### src/ivm_consts.svh
// constants for the interrupt vector mapper
`ifndef IVM_CONSTS_SVH
`define IVM_CONSTS_SVH

// ----------------------------------------------------------------
// vector numbering
// ----------------------------------------------------------------
`define IVM_VEC_STACK_PTR     8'h00
`define IVM_VEC_RESET_PC      8'h01
`define IVM_VEC_NMI           8'h02
`define IVM_VEC_HARD_FAULT    8'h03
`define IVM_VEC_MEM_FAULT     8'h04
`define IVM_VEC_BUS_FAULT     8'h05
`define IVM_VEC_USAGE_FAULT   8'h06
`define IVM_VEC_SUPERVISOR    8'h0B
`define IVM_VEC_DEBUG_MON     8'h0C
`define IVM_VEC_PEND_SERVICE  8'h0E
`define IVM_VEC_SYS_TICK      8'h0F
`define IVM_IRQ_VEC_BASE      8'h10
`define IVM_LAST_VECTOR       8'h61

// ----------------------------------------------------------------
// table layout and word selection
// ----------------------------------------------------------------
`define IVM_TABLE_BASE        32'h0000_0000
`define IVM_ENTRY_SHIFT       2
`define IVM_WORD_SHIFT        5
`define IVM_PRIO_SHIFT        2

// ----------------------------------------------------------------
// request lines
// ----------------------------------------------------------------
`define IVM_NUM_IRQ           82
`define IVM_DMA_PAIRS         16
`define IVM_SW_IRQ            64

`endif

### src/ivm_pkg.sv
// types shared by the interrupt vector mapper
package ivm_pkg;

  typedef enum logic [1:0] {
    VEC_CORE     = 2'b00,
    VEC_PERIPH   = 2'b01,
    VEC_RESERVED = 2'b11,
    VEC_UNMAPPED = 2'b10
  } vec_kind_t;

  typedef struct packed {
    logic        hit;
    vec_kind_t   kind;
    logic [7:0]  vector;
    logic [6:0]  irq;
    logic [31:0] entry_addr;
    logic [1:0]  ctrl_word;
    logic [4:0]  prio_word;
    logic [1:0]  prio_field;
  } vec_info_t;

endpackage

### src/vector_decode.sv
// combinational decode of one vector number into its table facts
`timescale 1ns/1ps
module vector_decode
  import ivm_pkg::*;
(
  input  wire logic [7:0] vector,
  output vec_info_t       info
);
`include "ivm_consts.svh"

  logic [7:0] irq_full;

  always_comb begin
    irq_full        = vector - `IVM_IRQ_VEC_BASE;
    info            = '0;
    info.vector     = vector;
    info.entry_addr = `IVM_TABLE_BASE + ({24'h00_0000, vector} << `IVM_ENTRY_SHIFT);
    if (vector > `IVM_LAST_VECTOR) begin
      info.kind = VEC_UNMAPPED;
    end else if (vector < `IVM_IRQ_VEC_BASE) begin
      unique case (vector)
        `IVM_VEC_STACK_PTR, `IVM_VEC_RESET_PC, `IVM_VEC_NMI,
        `IVM_VEC_HARD_FAULT, `IVM_VEC_MEM_FAULT, `IVM_VEC_BUS_FAULT,
        `IVM_VEC_USAGE_FAULT, `IVM_VEC_SUPERVISOR, `IVM_VEC_DEBUG_MON,
        `IVM_VEC_PEND_SERVICE, `IVM_VEC_SYS_TICK: begin
          info.kind = VEC_CORE;
          info.hit  = 1'b1;
        end
        default: info.kind = VEC_RESERVED;
      endcase
    end else begin
      info.kind       = VEC_PERIPH;
      info.hit        = 1'b1;
      info.irq        = irq_full[6:0];
      // control word is irq div 32
      info.ctrl_word  = irq_full[6:`IVM_WORD_SHIFT];
      // priority word is irq div 4
      info.prio_word  = irq_full[6:`IVM_PRIO_SHIFT];
      info.prio_field = irq_full[1:0];
    end
  end

endmodule // vector_decode

### src/interrupt_vector_mapper.sv
// interrupt vector mapper: request line merge and vector lookup
`timescale 1ns/1ps
`include "ivm_consts.svh"
module interrupt_vector_mapper
  import ivm_pkg::*;
(
  input  wire logic                    ref_clk,
  input  wire logic                    resetn,
  input  wire logic [31:0]             dma_done,
  input  wire logic [`IVM_NUM_IRQ-1:0] periph_req,
  input  wire logic                    sw_pend_set,
  input  wire logic                    sw_pend_clear,
  input  wire logic                    vec_query,
  input  wire logic [7:0]              vec_query_num,
  input  wire logic                    irq_query,
  input  wire logic [6:0]              irq_query_num,
  output logic [`IVM_NUM_IRQ-1:0]      irq_line,
  output logic                         sw_pending,
  output logic                         vec_valid,
  output vec_info_t                    vec_answer,
  output logic                         irq_valid,
  output vec_info_t                    irq_answer
);

  // ----------------------------------------------------------------
  // dma channel pairing
  // ----------------------------------------------------------------
  logic [`IVM_DMA_PAIRS-1:0] dma_low;
  logic [`IVM_DMA_PAIRS-1:0] dma_high;
  logic [`IVM_DMA_PAIRS-1:0] dma_pair;

  // upper sixteen channels fold onto the lower sixteen
  always_comb begin
    dma_low  = dma_done[`IVM_DMA_PAIRS-1:0];
    dma_high = dma_done[2*`IVM_DMA_PAIRS-1:`IVM_DMA_PAIRS];
  end

  // channel n with n plus 16
  // same pairing for irq 1
  // plain or, both channels may finish in one cycle
  for (genvar p = 0; p < `IVM_DMA_PAIRS; p++) begin : g_pair
    assign dma_pair[p] = dma_low[p] | dma_high[p];
  end

  // ----------------------------------------------------------------
  // software pend flag
  // ----------------------------------------------------------------
  logic sw_pend_d;
  logic sw_pend_q;

  always_comb begin
    // set wins so a pend write is never lost
    sw_pend_d = sw_pend_set | (sw_pend_q & ~sw_pend_clear);
  end

  always_ff @(posedge ref_clk) begin
    if (!resetn) begin
      sw_pend_q <= 1'b0;
    end else begin
      sw_pend_q <= sw_pend_d;
    end
  end

  assign sw_pending = sw_pend_q;

  // ----------------------------------------------------------------
  // request line merge
  // ----------------------------------------------------------------
  logic [`IVM_NUM_IRQ-1:0] dma_map;
  logic [`IVM_NUM_IRQ-1:0] irq_line_d;
  logic [`IVM_NUM_IRQ-1:0] irq_line_q;

  always_comb begin
    dma_map                     = '0;
    dma_map[`IVM_DMA_PAIRS-1:0] = dma_pair;
    irq_line_d                  = dma_map | periph_req;
    irq_line_d[`IVM_SW_IRQ]     = sw_pend_q;
  end

  // registered so the core never sees a half-merged level
  always_ff @(posedge ref_clk) begin
    if (!resetn) begin
      irq_line_q <= '0;
    end else begin
      irq_line_q <= irq_line_d;
    end
  end

  assign irq_line = irq_line_q;

  // ----------------------------------------------------------------
  // irq to vector conversion
  // ----------------------------------------------------------------
  logic [7:0] irq_as_vec;

  // irq named sixteen below vector
  // eight bits hold irq 127 plus 16, so no carry is lost
  always_comb begin
    irq_as_vec = {1'b0, irq_query_num} + `IVM_IRQ_VEC_BASE;
  end

  // ----------------------------------------------------------------
  // table decode
  // ----------------------------------------------------------------
  vec_info_t vec_info;
  vec_info_t irq_info;

  // one decoder a port, so both ports may query in one cycle
  vector_decode u_vec_decode (
    .vector (vec_query_num),
    .info   (vec_info)
  );

  vector_decode u_irq_decode (
    .vector (irq_as_vec),
    .info   (irq_info)
  );

  // ----------------------------------------------------------------
  // vector port strobe
  // ----------------------------------------------------------------
  logic vec_valid_d;
  logic vec_valid_q;

  always_comb begin
    vec_valid_d = vec_query;
  end

  always_ff @(posedge ref_clk) begin
    if (!resetn) begin
      vec_valid_q <= 1'b0;
    end else begin
      vec_valid_q <= vec_valid_d;
    end
  end

  assign vec_valid = vec_valid_q;

  // ----------------------------------------------------------------
  // vector port answer
  // ----------------------------------------------------------------
  vec_info_t vec_ans_d;
  vec_info_t vec_ans_q;

  // answer holds until the next query, so the core may sample late
  always_comb begin
    vec_ans_d = vec_ans_q;
    if (vec_query) begin
      vec_ans_d = vec_info;
    end
  end

  always_ff @(posedge ref_clk) begin
    if (!resetn) begin
      vec_ans_q <= '0;
    end else begin
      vec_ans_q <= vec_ans_d;
    end
  end

  assign vec_answer = vec_ans_q;

  // ----------------------------------------------------------------
  // irq port strobe
  // ----------------------------------------------------------------
  logic irq_valid_d;
  logic irq_valid_q;

  always_comb begin
    irq_valid_d = irq_query;
  end

  always_ff @(posedge ref_clk) begin
    if (!resetn) begin
      irq_valid_q <= 1'b0;
    end else begin
      irq_valid_q <= irq_valid_d;
    end
  end

  assign irq_valid = irq_valid_q;

  // ----------------------------------------------------------------
  // irq port answer
  // ----------------------------------------------------------------
  vec_info_t irq_ans_d;
  vec_info_t irq_ans_q;

  // held like the vector port answer
  always_comb begin
    irq_ans_d = irq_ans_q;
    if (irq_query) begin
      irq_ans_d = irq_info;
    end
  end

  always_ff @(posedge ref_clk) begin
    if (!resetn) begin
      irq_ans_q <= '0;
    end else begin
      irq_ans_q <= irq_ans_d;
    end
  end

  assign irq_answer = irq_ans_q;

endmodule // interrupt_vector_mapper

### config.mk
export PLATFORM = sky130hd
export DESIGN_NAME = interrupt_vector_mapper
export DESIGN_NICKNAME = d
export VERILOG_FILES = /design/src/ivm_pkg.sv /design/src/vector_decode.sv /design/src/interrupt_vector_mapper.sv
export VERILOG_INCLUDE_DIRS = /design/src
export SDC_FILE = /design/constraint.sdc
export NUM_CORES = 1
export LEC_CHECK = 0
export ABC_AREA = 0
export BUFFER_PORTS_ARGS = -buffer_cell sky130_fd_sc_hd__buf_2
export CAP_MARGIN = 0
export CORE_AREA = 2 2 133 135
export DETAILED_ROUTE_END_ITERATION = 8
export DIE_AREA = 0 0 135 137
export GPL_TIMING_DRIVEN = 1
export HOLD_SLACK_MARGIN = 0.02
export SLEW_MARGIN = 40
export SYNTH_ARGS = -nofsm -noshare
export SYNTH_HDL_FRONTEND = slang
export SYNTH_SLANG_ARGS = --single-unit
### constraint.sdc
create_clock -name ref_clk -period 4.5 [get_ports ref_clk]
set_clock_uncertainty 0.05 [all_clocks]
set_input_delay 0.675 -clock ref_clk [delete_from_list [all_inputs] [get_ports ref_clk]]
set_output_delay 0.675 -clock ref_clk [all_outputs]
set_load 0.02 [all_outputs]
# Word level (Yosys, flattened, before mapping)
# Index checks and enable logic that the tools add are counted.
# classes
addsub	3
multipliers	0
div_mod_pow	0
magnitude_cmp	4
eq_ne	20
n_shift	0
n_mux	18
n_bitwise	20
n_reduce_logical	4
# ops
operator	n
OR 16 x 82 -> 82 bit	1
equality test 8 x 4 -> 1 bit, second input constant	8
equality test 8 x 3 -> 1 bit, second input constant	6
2-to-1 mux 9 bit	4
equality test 8 x 2 -> 1 bit, second input constant	4
2-to-1 mux 7 bit	4
OR reduction 11 bit	2
OR 1 bit	17
equality test 8 x 1 -> 1 bit, second input constant	2
> comparator 8 x 7 -> 1 bit, second input constant	2
logical NOT 8 bit	2
< comparator 8 x 5 -> 1 bit, second input constant	2
subtractor 7 x 5 -> 7 bit, second input constant	2
adder 7 x 5 -> 8 bit, second input constant	1
2-to-1 mux 2 bit	4
2-to-1 mux 3 bit	2
2-to-1 mux 1 bit	4
AND 1 bit	1
NOT 1 bit	1
# word_totals
regBits	139
latch_bits	0
mem_bits_rw	0
romBits	0
out_inout_bits	203
wordCells	87
n_memories	0

# Longest topological paths before layout
# depth
word_depth	6
depth_mapped	6
mapped_depth_nobuf	6

# By module
# From an unflattened synthesis, not the netlist that was laid out.
# unflattened
cells_unflattened	735
area_unflattened_um2	8194.1
# by_module_without_submodules
mod	n_inst	cells_per_inst	area_each_um2
interrupt_vector_mapper	1	565	6912.9
vector_decode	2	85	640.6

# Least setup slack after synthesis
# Ideal clock, no wire load.
# synth_timing
kind	input to register
from	input vec_query_num[4]
to	register vec_ans_q (netlist bit vec_answer[56])
setup_time_ns	0.132
t_arrival_ns	1.791
required_ns	4.318
setup_slack_ns	2.527
path_stages	6
n_path_buf	0
cell_sequence	inv_1 -> ha_1 -> a21boi_0 -> o21ai_0 -> a41oi_1 -> a21oi_1
# synth_between
elab_chain_len	5
# synth_rtl
element	line_no	rtl
start, declared	interrupt_vector_mapper.sv:14	input wire logic [7:0] vec_query_num,
equality test 8 x 1 -> 1 bit (tied with other cells)	vector_decode.sv:21	unique case (vector)
OR reduction 11 bit	vector_decode.sv:21	
2-to-1 mux 2 bit	vector_decode.sv:21	
2-to-1 mux 3 bit	vector_decode.sv:20	end else if (vector < `IVM_IRQ_VEC_BASE) begin
2-to-1 mux 2 bit (*)	vector_decode.sv:18	if (vector > `IVM_LAST_VECTOR) begin
end signal, assigned	interrupt_vector_mapper.sv:157	vec_ans_q <= vec_ans_d;
end, declared	interrupt_vector_mapper.sv:143	vec_info_t vec_ans_q;
# Every way passes the cells marked *; elsewhere a longest branch is shown, timed or not.
# A chain may end at the register's enable or synchronous reset.

# Worst setup path after layout
# Same ends and word-level chain as after synthesis.

==> results by group <==
Placement
  – Port bufs: 288
  – Final GP Congestion: 0.733
  – Dpl hpwl: between 8 and 9 mm

Setup path
  – Worst setup SP type: input port
  – Reg-to-reg slack, setup: 3.69 ns
  – Kind of critical path: in -> reg
  – Arr. time, crit path: 2.11 ns
  – Worst R2R Path Depth: 3
  – Reg2reg start: vec_answer[45]
  – Critical path capture point type: register
  – R2R Path End: vec_answer[45]
  – Worst path required time: roughly 4.7 ns
  – CP max FO: 4

Timing
  – Tmin final: about 1.9 ns
  – Final-report setup violation count: 0
  – Setup_tns: 0 ns
  – Slew Limit Fails: 0
  – Hold_ws: approximately 0.4 ns
  – RSZ-0062 raised after global routing: false
  – Highest clock rate: 531 MHz
  – Slew HR: a little under three fifths
  – Final Hold Viols: 0
  – Fin crit share: 41.9%
  – Measured slew at the worst slew-check pin: ~0.63 ns

Layout
  – Area Growth Syn to Fin: 40.1%
  – Ant diodes: 0
  – Seq. cell area: 0.00242 mm^2
  – Fraction of layout instances using a drive strength above 1: 44.6%
  – Final Net Count: 859
  – Fill cell count: 1745
  – Multi-input logic area: 0.00163 mm^2

Yosys
  – Top cells by count, synth: 121 x dfxtp_1, 82 x buf_4, 68 x and2_1
  – Register bit total from synthesis: 121
  – Netlist cell types: 40
  – Synth Area per Inst: 10.0 um^2
  – Top cells by area, synth: dfxtp_1 53%, buf_4 13%, and2_1 9.2%
  – Post-synthesis cell area: 0.00460 mm^2
  – Number of warnings issued by yosys: 0
  – Register area share after synthesis: 52.7%
  – Share of the synthesized area in the top cell type: between 50% and 60%
  – Leading area contributor after synthesis: dfxtp_1
  – Top FF cell, synth: dfxtp_1
  – Async SR Flop Fraction: 0%
  – Syn Inst Count: 460
  – Number of synthesized flops with an enable pin: 0
  – Most frequent cell after synthesis: dfxtp_1

Min path
  – HP Start: periph_req[33]
  – Worst hold path class: in -> reg
  – Hold Crit Depth: 2
  – Worst Hold End: irq_line[33]

Drt
  – Drt drc: 0
  – Initial drt markers: roughly 120
  – DRT Pass-1 Iters: 4
  – Via count: 3750
  – Vias per cell: 3.93
  – ANT nets after route: 0
  – WL per Instance: approximately 12 um
  – Detailed Route WL: 11.6 mm

Clock network
  – Clk_lat worst skew: 0.40 ns
  – Clock sink count: 121
  – CTS tree: built
  – H-tree level count: 4
  – Post-CTS Hold Buffers: 0
  – Post_cts resized: 0
  – Clock Tree Buf Depth: 2
  – Postcts setup bufs: 0
  – CTS Buf Count: 17
  – Clock Pin Slew Worst Setup and Hold Paths: 0.06 ns
  – Clk root buf: clkbuf_16

Global route
  – Largest net degree at the start of global routing: 74
  – First-pass GRT wire length: 16.5 mm
  – Met3 Usage GRT: 4.11%
  – Gr busiest metal: met2
  – Grt ovf: 0
  – Vias in the first global route: around 3200
  – M1 GR Usage: 13.7%
  – Gr usage total: 11.7%
  – Met2 usage: between 10% and 20%
  – Initial antenna violation count: 0

Floorplan
  – Die Wd: 135 um
  – Die Area: 0.0185 mm^2
  – Initial core utilization: 27.0%
  – # rows: 48
  – IO Count: 338
  – Die Y: 137 um
  – Core ar.: 0.0171 mm^2

Job
  – Max Cap Violations: 0

Power and ir drop
  – Worst VDD drop: between 200 and 250 uV
  – Cell Pwr Density: 458 mW/mm^2
  – Leak Pwr: 3.36 nW

Run status
  – Status: completed
-- how the worst max path moves through the flow --
| stage | startpoint | endpoint | slack [ns] |
|---|---|---|---|
| 6_report | vec_query_num[4] | vec_answer[56] | 2.62 |
| 5_1_grt | vec_query_num[4] | vec_answer[56] | 2.44 |
| 3_3_place_gp | vec_query_num[4] | vec_answer[56] | 2.22 |
| 4_1_cts | vec_query_num[4] | vec_answer[56] | 2.63 |
| 3_5_place_dp | vec_query_num[4] | vec_answer[56] | 2.20 |
| 2_1_floorplan | vec_query_num[4] | vec_answer[56] | 2.53 |
-- per-stage QoR --
step	instances	setup slack, ns	power [mW]	util (%)	cell area [um^2]
final	954	2.62	2.95	37.8	6450
after global placement	922	2.22	1.56	34.2	5830
after CTS	954	2.63	3.00	37.8	6450
after detailed placement	922	2.20	1.57	34.2	5830
after global routing	954	2.44	3.09	37.8	6450
after floorplan	507	2.53	1.46	-	4780
-- cell type report --
class	count	area share [%]
well taps	225	4.37
flip-flops and latches	121	37.6
inverters	10	0.582
clock buffers	18	6.66
multi-input cells	276	25.3
clock inverters	14	2.93
repair buffers	290	22.6
-- critical path, cell delays in order --
cell      delay [ns]
buf_2           0.11
inv_1           0.09
ha_1            0.22
a21boi_0        0.53
o21ai_0         0.16
a41oi_1         0.24
a21oi_1         0.09
-- sequential cells by signal (all words and copies together), names as in the netlist --
register    cells
irq_line       82
vec_answer     18
vec_valid       1
irq_valid       1
irq_answer     18
sw_pending      1
-- per-layer routing --
metal / wire (um) / up-vias
met3: 1110 / 11
met4: 166 / 0
met1: 4670 / 1645
met5: 0 / -
met2: 5680 / 209
li1: - / 1885
-- power breakdown --
part,total (mW),internal [mW],switching (mW)
sequential,1.16,1.13,0.0221
combinational,0.383,0.139,0.243
clock,1.41,0.887,0.526
total,2.95,2.16,0.791
-- layout by cell type, fill, tap and decap left out, types with 3 or more instances in the layout --
cell type	instances
and2_1	68
buf_2	288
nand4_1	3
nor2_1	49
clkinv_4	3
mux2i_1	16
nor2b_1	6
a211oi_1	4
a21boi_0	4
ha_1	8
conb_1	48
dfxtp_1	121
o21ai_0	5
inv_6	4
bufinv_16	3
nor3_1	17
nand2b_1	8
inv_1	9
nand3b_1	4
a21oi_1	12
clkbuf_16	17
-- logic make-up after synthesis --
kind of cell | after synthesis | synth area share [%]
AND/OR/NAND/NOR | 162 | 19.2
flip-flops | 121 | 52.7
buffers and inverters | 110 | 15.7
AO/OA/AOI/OAI | 41 | 6.53
multiplexers | 16 | 3.48
adder cells (fa/ha/maj) | 8 | 2.18
other | 1 | 0.0815
XOR/XNOR | 1 | 0.190
No activity file was read; power rests on OpenSTA's default activity.
